## src/shared/axis_pkg.sv

```systemverilog
// Constants, register map, types and helpers of the pulse axis controller.
// Assumes a 200 MHz pclk and a 32-bit APB slave port.
package axis_pkg;
  // Time base
  localparam int unsigned CLK_PERIOD_NS = 5;
  localparam int unsigned CLK_HZ = 200_000_000;
  localparam int unsigned MS_NS = 1_000_000;
  localparam int unsigned CYC_PER_MS_DEF = MS_NS / CLK_PERIOD_NS;
  localparam int unsigned CLEAR_MS = 20;
  localparam int unsigned SCAN_NS = 1_000_000;
  localparam int unsigned SCAN_CYC_DEF = SCAN_NS / CLK_PERIOD_NS;
  localparam int unsigned CLEAR_CYC_DEF = CLEAR_MS * CYC_PER_MS_DEF + SCAN_CYC_DEF;
  localparam int unsigned SPEED_RATIO = 10;

  // Register byte offsets
  localparam logic [7:0] OFF_CTRL = 8'h00;
  localparam logic [7:0] OFF_CMD = 8'h04;
  localparam logic [7:0] OFF_STATUS = 8'h08;
  localparam logic [7:0] OFF_ACCUM = 8'h0C;
  localparam logic [7:0] OFF_ABS = 8'h10;
  localparam logic [7:0] OFF_TOP = 8'h14;
  localparam logic [7:0] OFF_START = 8'h18;
  localparam logic [7:0] OFF_RAMP = 8'h1C;
  localparam logic [7:0] OFF_CLRNUM = 8'h20;
  localparam logic [7:0] OFF_CREEP = 8'h24;
  localparam logic [7:0] OFF_HOMING = 8'h28;
  localparam logic [7:0] OFF_STAGE = 8'h2C;
  localparam logic [7:0] OFF_TARGET = 8'h30;
  localparam logic [7:0] OFF_CMDSPD = 8'h34;

  // Command bit positions and control word width
  localparam int unsigned CMD_POS = 0;
  localparam int unsigned CMD_SEARCH = 1;
  localparam int unsigned CMD_RETURN = 2;
  localparam int unsigned CTRL_W = 9;

  // Reset values
  localparam logic [31:0] TOP_RST = 32'h0000_2710;
  localparam logic [15:0] START_RST = 16'h0064;
  localparam logic [15:0] RAMP_RST = 16'h0064;
  localparam logic [15:0] CREEP_RST = 16'h0064;
  localparam logic [31:0] HOMING_RST = 32'h0000_03E8;

  // Envelope stage codes
  localparam logic [15:0] STAGE_IDLE = 16'h0000;
  localparam logic [15:0] STAGE_ACCEL = 16'h0001;
  localparam logic [15:0] STAGE_CONST = 16'h0002;
  localparam logic [15:0] STAGE_DECEL = 16'h0003;
  localparam logic [15:0] STAGE_CREEP = 16'h0004;
  localparam logic [15:0] STAGE_CLEAR = 16'h0005;

  typedef enum logic [2:0] {
    ST_IDLE = 3'b000,
    ST_HOME_FAST = 3'b001,
    ST_HOME_CREEP = 3'b011,
    ST_CLEAR = 3'b010,
    ST_DONE = 3'b110,
    ST_RUN = 3'b100
  } axis_state_t;

  // Control word, MSB first: stop at bit 8 down to zero_inv at bit 0
  typedef struct packed {
    logic stop;
    logic irq_en;
    logic clr_en;
    logic clr_sel;
    logic home_dir;
    logic fwd_lim;
    logic rev_lim;
    logic near_inv;
    logic zero_inv;
  } axis_ctrl_t;

  typedef struct packed {
    logic [31:0] top;
    logic [15:0] base;
    logic [15:0] ramp_ms;
    logic [15:0] creep;
    logic [31:0] homing;
  } motion_cfg_t;

  // Base must lie below a tenth of the top, command within base..top
  function automatic logic speeds_ok(input logic [15:0] base, input logic [31:0] top, input logic [31:0] cmd);
    logic [35:0] base_x;
    base_x = 36'(base) * 36'(SPEED_RATIO);
    return (base_x < 36'(top)) && (cmd >= 32'(base)) && (cmd <= top);
  endfunction

  function automatic logic [31:0] move_pos(input logic [31:0] pos, input logic [31:0] cnt, input logic fwd);
    return fwd ? pos + cnt : pos - cnt;
  endfunction
endpackage

```

## src/design/step_gen.sv

```systemverilog
// Phase accumulator that turns a speed in pulses per second into a pulse train.
// Assumes speed stays below half the clock rate.
`timescale 1ns/10ps
module step_gen
  import axis_pkg::*;
#(
  parameter int unsigned CLK_RATE = CLK_HZ
) (
  input wire logic pclk,
  input wire logic presetn,
  input wire logic ce,
  input wire logic en,
  input wire logic [31:0] speed,
  output logic pin,
  output logic step
);
  logic [32:0] phase_reg;
  logic [32:0] phase_next;

  // Two toggles per pulse, so the phase advances by twice the speed
  always_comb begin
    phase_next = phase_reg + {speed, 1'b0};
  end

  always_ff @(posedge pclk or negedge presetn) begin
    if (!presetn) begin
      phase_reg <= '0;
      pin <= 1'b0;
      step <= 1'b0;
    end else if (ce) begin
      step <= 1'b0;
      if (!en) begin
        // Dropping mid-pulse is accepted; the drive sees a short final high
        phase_reg <= '0;
        pin <= 1'b0;
      end else if (phase_next >= 33'(CLK_RATE)) begin
        phase_reg <= phase_next - 33'(CLK_RATE);
        pin <= ~pin;
        step <= ~pin;
      end else begin
        phase_reg <= phase_next;
      end
    end
  end
endmodule

```

## src/design/speed_ramp.sv

```systemverilog
// Linear speed ramp: one unit of speed per total/span clock cycles.
// Assumes span never exceeds total, so at most one step per cycle.
`timescale 1ns/10ps
module speed_ramp (
  input wire logic pclk,
  input wire logic presetn,
  input wire logic ce,
  input wire logic run,
  input wire logic accel,
  input wire logic [31:0] floor_speed,
  input wire logic [31:0] ceil_speed,
  input wire logic [31:0] span,
  input wire logic [31:0] total,
  output logic [31:0] speed
);
  logic [32:0] err_reg;
  logic [32:0] err_next;
  logic moving;

  always_comb begin
    err_next = err_reg + 33'(span);
    moving = accel ? (speed < ceil_speed) : (speed > floor_speed);
  end

  always_ff @(posedge pclk or negedge presetn) begin
    if (!presetn) begin
      err_reg <= '0;
      speed <= '0;
    end else if (ce) begin
      if (!run) begin
        err_reg <= '0;
        speed <= floor_speed;
      end else if (speed < floor_speed) begin
        speed <= floor_speed;
      end else if (moving) begin
        if (err_next >= 33'(total)) begin
          err_reg <= err_next - 33'(total);
          speed <= accel ? speed + 32'h0000_0001 : speed - 32'h0000_0001;
        end else begin
          err_reg <= err_next;
        end
      end else begin
        err_reg <= '0;
      end
    end
  end
endmodule

```

## src/design/pulse_axis_positioning_ctrl.sv

```systemverilog
// One pulse output axis: APB registers, positioning and origin search sequencer.
// Assumes sensor and load inputs synchronous to pclk, and an APB master.
//
// Added by the designer: the placing of the registers and the APB slave port.
`timescale 1ns/10ps

// What this block does
// - Update absolute position from pulses and direction on positioning runs
// - Load absolute position from drive at start-up
// - No pulses unless base below tenth of top
// - No pulses if command outside base..top
// - Origin search approaches at creep speed
// - Origin search travels at homing speed
// - Report envelope stage in read-only register
// - Stop bit disables pulse output
// - Busy flag high while channel busy
// - Completion interrupt only when enabled
// - Clear pulse only when clear enabled
// - Select bit routes clear to numbered output
// - Search direction follows direction bit
// - Limit bits mean limit reached when set
// - Near sensor polarity bit inverts input
// - Zero sensor polarity bit inverts input
// - Search busy flag high during search
// - One clear pulse, 20 ms plus scan
module pulse_axis_positioning_ctrl
  import axis_pkg::*;
#(
  parameter int unsigned CYC_PER_MS = CYC_PER_MS_DEF,
  parameter int unsigned CLEAR_CYC = CLEAR_CYC_DEF,
  parameter int unsigned CLR_N = 16
) (
  input wire logic pclk,
  input wire logic presetn,
  input wire logic ce,
  input wire logic psel,
  input wire logic penable,
  input wire logic pwrite,
  input wire logic [7:0] paddr,
  input wire logic [31:0] pwdata,
  output logic [31:0] prdata,
  output logic pready,
  output logic pslverr,
  input wire logic abs_load_valid,
  input wire logic [31:0] abs_load_data,
  input wire logic near_in,
  input wire logic zero_in,
  output logic pulse_out,
  output logic dir_out,
  output logic default_clear_output,
  output logic [CLR_N-1:0] clear_out,
  output logic done_irq
);
  axis_ctrl_t ctrl_reg;
  motion_cfg_t cfg_reg;
  axis_state_t state_reg;
  logic [15:0] clear_num_reg;
  logic [31:0] target_reg;
  logic [31:0] cmd_speed_reg;
  logic [31:0] accum_reg;
  logic [31:0] abs_reg;
  logic [15:0] stage_reg;
  logic [31:0] dist_reg;
  logic [31:0] accel_pulses_reg;
  logic [31:0] total_reg;
  logic [31:0] clr_cnt_reg;
  logic [31:0] rdata_next;
  logic [31:0] accum_next;
  logic [31:0] speed;
  logic [31:0] floor_speed;
  logic [31:0] ceil_speed;
  logic dir_reg;
  logic decel_reg;
  logic search_reg;
  logic homing_reg;
  logic reject_reg;
  logic addr_ok;
  logic wr_en;
  logic [2:0] cmd_wr;
  logic moving;
  logic accel;
  logic step;
  logic gen_pin;
  logic near_act;
  logic zero_act;
  logic at_limit;
  logic pos_ok;
  logic home_ok;

  assign wr_en = psel && penable && pready && pwrite && addr_ok;
  assign cmd_wr = (wr_en && paddr == OFF_CMD) ? pwdata[CMD_RETURN:CMD_POS] : 3'b000;
  assign accum_next = accum_reg + 32'h0000_0001;
  assign near_act = near_in ^ ctrl_reg.near_inv;
  assign zero_act = zero_in ^ ctrl_reg.zero_inv;
  assign at_limit = dir_reg ? ctrl_reg.fwd_lim : ctrl_reg.rev_lim;
  assign moving = (state_reg == ST_RUN || state_reg == ST_HOME_FAST || state_reg == ST_HOME_CREEP)
                  && !ctrl_reg.stop;
  assign pos_ok = speeds_ok(cfg_reg.base, cfg_reg.top, cmd_speed_reg) && target_reg != '0;
  assign home_ok = speeds_ok(cfg_reg.base, cfg_reg.top, cfg_reg.homing);
  assign floor_speed = (state_reg == ST_HOME_CREEP) ? 32'(cfg_reg.creep) : 32'(cfg_reg.base);
  assign ceil_speed = (state_reg == ST_RUN) ? cmd_speed_reg : cfg_reg.homing;
  assign accel = (state_reg == ST_RUN) ? !decel_reg : (state_reg == ST_HOME_FAST);

  // Address decode and read mux
  always_comb begin
    addr_ok = 1'b1;
    rdata_next = '0;
    if (paddr == OFF_CTRL) begin
      rdata_next = 32'(ctrl_reg);
    end else if (paddr == OFF_CMD) begin
      rdata_next = '0;
    end else if (paddr == OFF_STATUS) begin
      rdata_next = {29'h0, reject_reg, homing_reg, state_reg != ST_IDLE};
    end else if (paddr == OFF_ACCUM) begin
      rdata_next = accum_reg;
    end else if (paddr == OFF_ABS) begin
      rdata_next = abs_reg;
    end else if (paddr == OFF_TOP) begin
      rdata_next = cfg_reg.top;
    end else if (paddr == OFF_START) begin
      rdata_next = 32'(cfg_reg.base);
    end else if (paddr == OFF_RAMP) begin
      rdata_next = 32'(cfg_reg.ramp_ms);
    end else if (paddr == OFF_CLRNUM) begin
      rdata_next = 32'(clear_num_reg);
    end else if (paddr == OFF_CREEP) begin
      rdata_next = 32'(cfg_reg.creep);
    end else if (paddr == OFF_HOMING) begin
      rdata_next = cfg_reg.homing;
    end else if (paddr == OFF_STAGE) begin
      rdata_next = 32'(stage_reg);
    end else if (paddr == OFF_TARGET) begin
      rdata_next = target_reg;
    end else if (paddr == OFF_CMDSPD) begin
      rdata_next = cmd_speed_reg;
    end else begin
      addr_ok = 1'b0;
    end
  end

  // APB handshake: answer registered in the setup cycle, one wait-free access
  always_ff @(posedge pclk or negedge presetn) begin
    if (!presetn) begin
      pready <= 1'b0;
      prdata <= '0;
      pslverr <= 1'b0;
    end else if (ce) begin
      pready <= psel && !penable && !pready;
      pslverr <= psel && !penable && !addr_ok;
      if (psel && !penable) begin
        prdata <= pwrite ? 32'h0000_0000 : rdata_next;
      end
    end
  end

  // Software-owned configuration
  always_ff @(posedge pclk or negedge presetn) begin
    if (!presetn) begin
      ctrl_reg <= '0;
      cfg_reg <= '{top: TOP_RST, base: START_RST, ramp_ms: RAMP_RST, creep: CREEP_RST, homing: HOMING_RST};
      clear_num_reg <= '0;
      target_reg <= '0;
      cmd_speed_reg <= '0;
    end else if (ce && wr_en) begin
      if (paddr == OFF_CTRL) begin
        ctrl_reg <= axis_ctrl_t'(pwdata[CTRL_W-1:0]);
      end else if (paddr == OFF_TOP) begin
        cfg_reg.top <= pwdata;
      end else if (paddr == OFF_START) begin
        cfg_reg.base <= pwdata[15:0];
      end else if (paddr == OFF_RAMP) begin
        cfg_reg.ramp_ms <= pwdata[15:0];
      end else if (paddr == OFF_CLRNUM) begin
        clear_num_reg <= pwdata[15:0];
      end else if (paddr == OFF_CREEP) begin
        cfg_reg.creep <= pwdata[15:0];
      end else if (paddr == OFF_HOMING) begin
        cfg_reg.homing <= pwdata;
      end else if (paddr == OFF_TARGET) begin
        target_reg <= pwdata;
      end else if (paddr == OFF_CMDSPD) begin
        cmd_speed_reg <= pwdata;
      end
    end
  end

  // Sequencer
  always_ff @(posedge pclk or negedge presetn) begin
    if (!presetn) begin
      state_reg <= ST_IDLE;
      dir_reg <= 1'b0;
      search_reg <= 1'b0;
      homing_reg <= 1'b0;
      reject_reg <= 1'b0;
      dist_reg <= '0;
      total_reg <= '0;
      clr_cnt_reg <= '0;
    end else if (ce) begin
      case (state_reg)
        ST_IDLE: begin
          total_reg <= 32'(cfg_reg.ramp_ms * CYC_PER_MS);
          clr_cnt_reg <= '0;
          if (cmd_wr[CMD_POS]) begin
            reject_reg <= !pos_ok;
            dir_reg <= !target_reg[31];
            dist_reg <= target_reg[31] ? 32'(-target_reg) : target_reg;
            if (pos_ok && !ctrl_reg.stop) begin
              state_reg <= ST_RUN;
            end
          end else if (cmd_wr[CMD_SEARCH] || cmd_wr[CMD_RETURN]) begin
            reject_reg <= !home_ok;
            dir_reg <= ctrl_reg.home_dir;
            search_reg <= cmd_wr[CMD_SEARCH];
            if (home_ok && !ctrl_reg.stop) begin
              homing_reg <= cmd_wr[CMD_SEARCH];
              state_reg <= ST_HOME_FAST;
            end
          end
        end
        ST_RUN: begin
          if (ctrl_reg.stop) begin
            state_reg <= ST_IDLE;
          end else if (step && accum_next == dist_reg) begin
            state_reg <= ST_DONE;
          end
        end
        ST_HOME_FAST: begin
          if (ctrl_reg.stop) begin
            state_reg <= ST_IDLE;
            homing_reg <= 1'b0;
          end else if (near_act) begin
            // Return stops at the near point, search creeps on to the zero point
            state_reg <= search_reg ? ST_HOME_CREEP : (ctrl_reg.clr_en ? ST_CLEAR : ST_DONE);
          end else if (at_limit) begin
            dir_reg <= ~dir_reg;
          end
        end
        ST_HOME_CREEP: begin
          if (ctrl_reg.stop) begin
            state_reg <= ST_IDLE;
            homing_reg <= 1'b0;
          end else if (zero_act) begin
            state_reg <= ctrl_reg.clr_en ? ST_CLEAR : ST_DONE;
          end else if (at_limit) begin
            dir_reg <= ~dir_reg;
          end
        end
        ST_CLEAR: begin
          clr_cnt_reg <= clr_cnt_reg + 32'h0000_0001;
          if (clr_cnt_reg == 32'(CLEAR_CYC - 1)) begin
            state_reg <= ST_DONE;
          end
        end
        ST_DONE: begin
          homing_reg <= 1'b0;
          state_reg <= ST_IDLE;
        end
        default: begin
          state_reg <= ST_IDLE;
        end
      endcase
    end
  end

  // Pulse count, ramp bookkeeping and absolute position
  always_ff @(posedge pclk or negedge presetn) begin
    if (!presetn) begin
      accum_reg <= '0;
      abs_reg <= '0;
      accel_pulses_reg <= '0;
      decel_reg <= 1'b0;
    end else if (ce) begin
      if (state_reg == ST_IDLE && (cmd_wr[CMD_POS] || cmd_wr[CMD_SEARCH] || cmd_wr[CMD_RETURN])) begin
        accum_reg <= '0;
        accel_pulses_reg <= '0;
        decel_reg <= 1'b0;
      end else if (state_reg == ST_RUN && ctrl_reg.stop) begin
        abs_reg <= move_pos(abs_reg, accum_reg, dir_reg);
      end else if (state_reg == ST_RUN && step) begin
        accum_reg <= accum_next;
        if (accel && speed < ceil_speed) begin
          accel_pulses_reg <= accel_pulses_reg + 32'h0000_0001;
        end
        // Brake once the remaining distance is no more than the distance spent speeding up
        if (dist_reg - accum_next <= accel_pulses_reg) begin
          decel_reg <= 1'b1;
        end
        if (accum_next == dist_reg) begin
          abs_reg <= move_pos(abs_reg, accum_next, dir_reg);
        end
      end else if (moving && step) begin
        accum_reg <= accum_next;
      end else if (state_reg == ST_HOME_CREEP && zero_act) begin
        abs_reg <= '0;
      end else if (state_reg == ST_IDLE && abs_load_valid) begin
        abs_reg <= abs_load_data;
      end else if (wr_en && paddr == OFF_ACCUM) begin
        accum_reg <= pwdata;
      end else if (wr_en && paddr == OFF_ABS) begin
        abs_reg <= pwdata;
      end
    end
  end

  // Registered outputs and stage report
  always_ff @(posedge pclk or negedge presetn) begin
    if (!presetn) begin
      pulse_out <= 1'b0;
      dir_out <= 1'b0;
      default_clear_output <= 1'b0;
      clear_out <= '0;
      done_irq <= 1'b0;
      stage_reg <= STAGE_IDLE;
    end else if (ce) begin
      pulse_out <= gen_pin && moving;
      dir_out <= dir_reg;
      default_clear_output <= state_reg == ST_CLEAR && !ctrl_reg.clr_sel;
      clear_out <= (state_reg == ST_CLEAR && ctrl_reg.clr_sel && clear_num_reg < 16'(CLR_N))
                   ? CLR_N'(1) << clear_num_reg : '0;
      done_irq <= state_reg == ST_DONE && ctrl_reg.irq_en;
      if (state_reg == ST_CLEAR) begin
        stage_reg <= STAGE_CLEAR;
      end else if (state_reg == ST_HOME_CREEP) begin
        stage_reg <= STAGE_CREEP;
      end else if (!moving) begin
        stage_reg <= STAGE_IDLE;
      end else if (state_reg == ST_RUN && decel_reg) begin
        stage_reg <= STAGE_DECEL;
      end else if (speed < ceil_speed) begin
        stage_reg <= STAGE_ACCEL;
      end else begin
        stage_reg <= STAGE_CONST;
      end
    end
  end

  speed_ramp u_ramp (
    .pclk(pclk),
    .presetn(presetn),
    .ce(ce),
    .run(moving),
    .accel(accel),
    .floor_speed(floor_speed),
    .ceil_speed(ceil_speed),
    .span(cfg_reg.top - 32'(cfg_reg.base)),
    .total(total_reg),
    .speed(speed)
  );

  step_gen #(
    .CLK_RATE(CLK_HZ)
  ) u_gen (
    .pclk(pclk),
    .presetn(presetn),
    .ce(ce),
    .en(moving),
    .speed(speed),
    .pin(gen_pin),
    .step(step)
  );
endmodule

```

## config.mk

```make
export PLATFORM = sky130hd
export DESIGN_NAME = pulse_axis_positioning_ctrl
export DESIGN_NICKNAME = d
export VERILOG_FILES = /design/src/shared/axis_pkg.sv /design/src/design/step_gen.sv /design/src/design/speed_ramp.sv /design/src/design/pulse_axis_positioning_ctrl.sv
export SDC_FILE = /design/constraint.sdc
export NUM_CORES = 2
export LEC_CHECK = 0
export BUFFER_PORTS_ARGS = -buffer_cell sky130_fd_sc_hd__buf_2
export CAP_MARGIN = 20
export CORE_MARGIN = 2
export CORE_UTILIZATION = 30
export DETAILED_ROUTE_END_ITERATION = 7
export SKIP_CTS_REPAIR_TIMING = 1
export SYNTH_ARGS = -nofsm -noshare
export SYNTH_HDL_FRONTEND = slang
export SYNTH_SLANG_ARGS = --single-unit
```

## constraint.sdc

```tcl
create_clock -name pclk -period 9.96 [get_ports pclk]
set_input_delay 0.498 -clock pclk [delete_from_list [all_inputs] [get_ports pclk]]
set_output_delay 0.498 -clock pclk [all_outputs]
set_load 0.01 [all_outputs]
```

==> metrics.md <==
| Metric | Value |
|---|---|
| GR peak layer | `met2` |
| Worst Hold Launch | `ce` |
| Final setup fails | `0` |
| Switch Pwr | `6890 µW` |
| Post-Syn Instances | `5,603` |
| Area Overhead vs Synth | `12.2%` |
| Met2 Use GR | `32.5%` |
| Die area | `0.164 mm²` |
| Vias | `between 40k and 50k` |
| LEAKAGE | `between 0.02 and 0.03 µW` |
| WL/cell | `22.6 µm` |
| Fill count | `16.7k` |
| GPL Wtd Cong | `0.989` |
| Effective utilization at floorplan | `30.1%` |
| Hold violation total from the final report | `0` |
| Clock Skew | `49.8 ps` |
| Routed Antenna Nets | `0` |
| Crit Path Class | `reg2reg` |
| Synthesized area | `just under 0.05 mm²` |
| Fin crit share | `92.6%` |
| #FFs+latches synth | `551` |
| Crit end category | `flop` |
| Share of cells above drive strength 1 | `between 10% and 20%` |
| Root buf cell | `clkbuf_16` |
| Final design utilization | `33.8%` |
| H-tree depth | `3` |
| Pre-antenna DRT Iters | `6` |
| Global Route met3 Usage | `about 3.9%` |
| Clock power share | `20.4%` |
| Power Density | `between 200 and 300 mW/mm²` |
| Peak fanout along the critical path | `42` |
| Max Slew Vio Count | `0` |
| CTS tree | `yes` |
| Max incr delay on CP | `600 ps` |
| First-pass GRT wire length | `269,000 µm` |
| Synth cell types | `91` |
| Status | `finished clean` |
| Clock transition at the registers of the reported paths | `60 ps` |
| Flop pwr share | `21.1%` |
| Worst Path Required | `about 11,000 ps` |
| Pin count of the biggest net entering global routing | `approximately 150` |
| CP max-delay cell | `dfstp_2` |
| Synthesis Warnings | `0` |
| Initial antenna violation count | `19` |
| Final critical-path required period | `9230 ps` |
| Slew HR | `23.1%` |
| Startpoint Class | `flop` |
| FF/Latch Area | `0.0138 mm²` |
| Syn_area_per_cell | `8.62 µm²` |
| CTS sink count | `between 500 and 600` |
| Critical path arrival | `9790 ps` |
| Fmax | `108 MHz` |
| Worst Tran Pin Value | `1150 ps` |
| Final Power | `14,600 µW` |
| Site Rows | `147` |
| Core footprint | `about 0.16 mm²` |
| Via/cell ratio | `5.55` |
| Max clock buf depth | `3` |
| Worst VDD drop | `0.000220 V` |
| Port Buffers | `134` |
| Met1 GRT Util | `28.9%` |
| Type of the tightest min-delay check | `in2reg` |
| EDFF count, synth | `0` |
| Clock latency on the worst-skew pair | `slightly above 700 ps` |
| DIE WIDTH | `a little over 400 µm` |
| Max Cap Viol | `0` |
| RSZ-0062 raised after global routing | `no` |
| Total I/O pin count | `135` |
| Syn Nets | `6,286` |
| Min Hold Slack | `~130 ps` |
| Most used cell, CP | `o21ai_0` |
| Routed WL | `around 180,000 µm` |
| Internal | `7720 µW` |
| Num CTS Buffers | `75` |
| GRT Resource Usage Total | `21.4%` |
| Vias in the first global route | `41.8k` |
| DRC viols | `0` |
| RR Startpoint | `cfg_reg[66]` |
| Switching fraction of total power | `47.2%` |
| Register area share after synthesis | `28.6%` |
| Die H | `405 µm` |
| Multi-input logic area | `0.0325 mm²` |
| Largest register FFs | `112` |
| Async S/R FF share, synth | `100%` |
| Synth Flop Type | `dfrtp_1` |
| Nets | `~6.3k` |
| Initial DRC Count | `4,012` |
| Fin Setup TNS | `0 ps` |
| Post-DP HPWL | `139,000 µm` |
| CP startpoint | `cfg_reg[66]` |
| Combinational share of power | `58.4%` |
| GRT overflow | `0` |
[area by class of cell]
type,count,area share [%]
well taps,2160,4.99
clock buffers,100,3.88
diodes,4,0.0185
multi-input cells,4495,60.0
repair buffers,208,2.37
clock inverters,39,1.06
flip-flops and latches,551,25.5
inverters,319,2.21
[cells by family (layout without fill, tap and decap cells)]
logic type,count (synthesis),count (layout),synth area share [%]
AOI/OAI and AO/OA,1599,1599,21.5
buffers and inverters,557,666,4.37
adders and majority gates,602,602,16.4
and+or+nand+nor,1655,1655,16.4
DFF,551,551,28.6
xor gates and xnor gates,388,388,7.04
muxes,251,251,5.60
other,0,4,0
[stage by stage]
step	instances	setup WS, ps	cell area [µm²]
5_1_grt	7873	59.0	54200
3_3_place_gp	7728	761	51400
2_1_floorplan	5603	2050	48300
4_1_cts	7867	635	54100
6_report	7876	734	54200
3_5_place_dp	7728	680	51400
[worst paths after layout]
| check | cells past startpoint | endpoint | slack, ps |
|---|---|---|---|
| hold reg to reg | 2 | prdata[15] | 470 |
| hold / removal | 2 | stage_reg[0] | 130 |
| setup / recovery | 36 | u_ramp.err_reg[31] | 730 |
| max in group asynchronous | 4 | accum_reg[28] | 6930 |
| setup reg to reg | 36 | u_ramp.err_reg[31] | 730 |
| min in group asynchronous | 2 | cfg_reg[85] | 510 |
[critical path: cells and delay by family, from the launching register on]
kind / cells / cell delay (ps)
AOI/OAI and AO/OA: 20 / 4580
and+or+nand+nor: 7 / 1810
adders and majority gates: 3 / 980
buffers and inverters: 3 / 640
DFF: 1 / 600
xor gates and xnor gates: 2 / 240
muxes: 1 / 220
[metal layers]
| layer | wire length, µm | part of all wire [%] | vias to the layer above |
|---|---|---|---|
| met4 | 9950 | 5.6 | 16 |
| li1 | - | - | 20575 |
| met3 | 13100 | 7.3 | 413 |
| met2 | 77200 | 43 | 1567 |
| met1 | 77900 | 44 | 21179 |
| met5 | 102 | 0.057 | - |
[power groups by stage]
| stage | clock network [µW] | registers, µW | logic (µW) |
|---|---|---|---|
| 2_1_floorplan | 0 | 2750 | 6510 |
| 3_3_place_gp | 0 | 3120 | 8220 |
| 3_5_place_dp | 0 | 3120 | 8330 |
| 4_1_cts | 3030 | 3080 | 8380 |
| 5_1_grt | 3120 | 3110 | 9450 |
| 6_report | 2990 | 3090 | 8540 |
[synthesized netlist by cell type, types with 28 or more instances]
library cell	instances	area share, %
o21ai_0	399	4.1
nand4_1	86	1.1
fa_1	53	2.2
mux2i_1	97	2.0
o2bb2ai_1	32	0.58
and3_1	65	0.84
nand3_1	130	1.3
nor2b_1	58	0.75
o21bai_1	31	0.48
dfrtp_1	531	28
nor4_1	53	0.69
nor3_1	96	1.0
or3_1	44	0.57
inv_1	317	2.5
mux2_2	154	3.6
nor2_1	418	3.2
o211ai_1	30	0.47
o31ai_1	36	0.56
a21oi_1	372	3.9
a22o_1	29	0.53
a31oi_1	68	0.88
xnor2_1	246	4.5
a22oi_1	62	0.96
a211oi_1	42	0.65
clkbuf_1	210	1.6
nand2_1	511	4.0
a21o_1	160	2.5
nand2b_1	58	0.75
and2_1	28	0.36
xor2_1	142	2.6
a221oi_1	44	0.80
o21a_1	52	0.81
ha_1	549	14
[cell usage in the layout, fill, tap and decap left out, types with 31 or more instances in the layout]
master,n
or3_1,44
fa_1,53
nor4_1,52
xnor2_1,246
a221oi_1,44
nor2_1,408
o21ai_0,398
ha_1,549
xor2_1,142
dfrtp_1,530
nand2_1,509
nand3_1,129
o2bb2ai_1,32
o21a_1,51
inv_1,317
a22oi_1,62
mux2i_1,96
nor2b_1,58
nor3_1,92
nand2b_1,58
a21o_1,160
and3_1,65
a211oi_1,42
a31oi_1,68
buf_4,69
o21bai_1,31
a21oi_1,371
buf_2,133
mux2_2,154
clkbuf_16,76
nand4_1,86
o31ai_1,35
No activity file was read; power rests on OpenSTA's default activity.
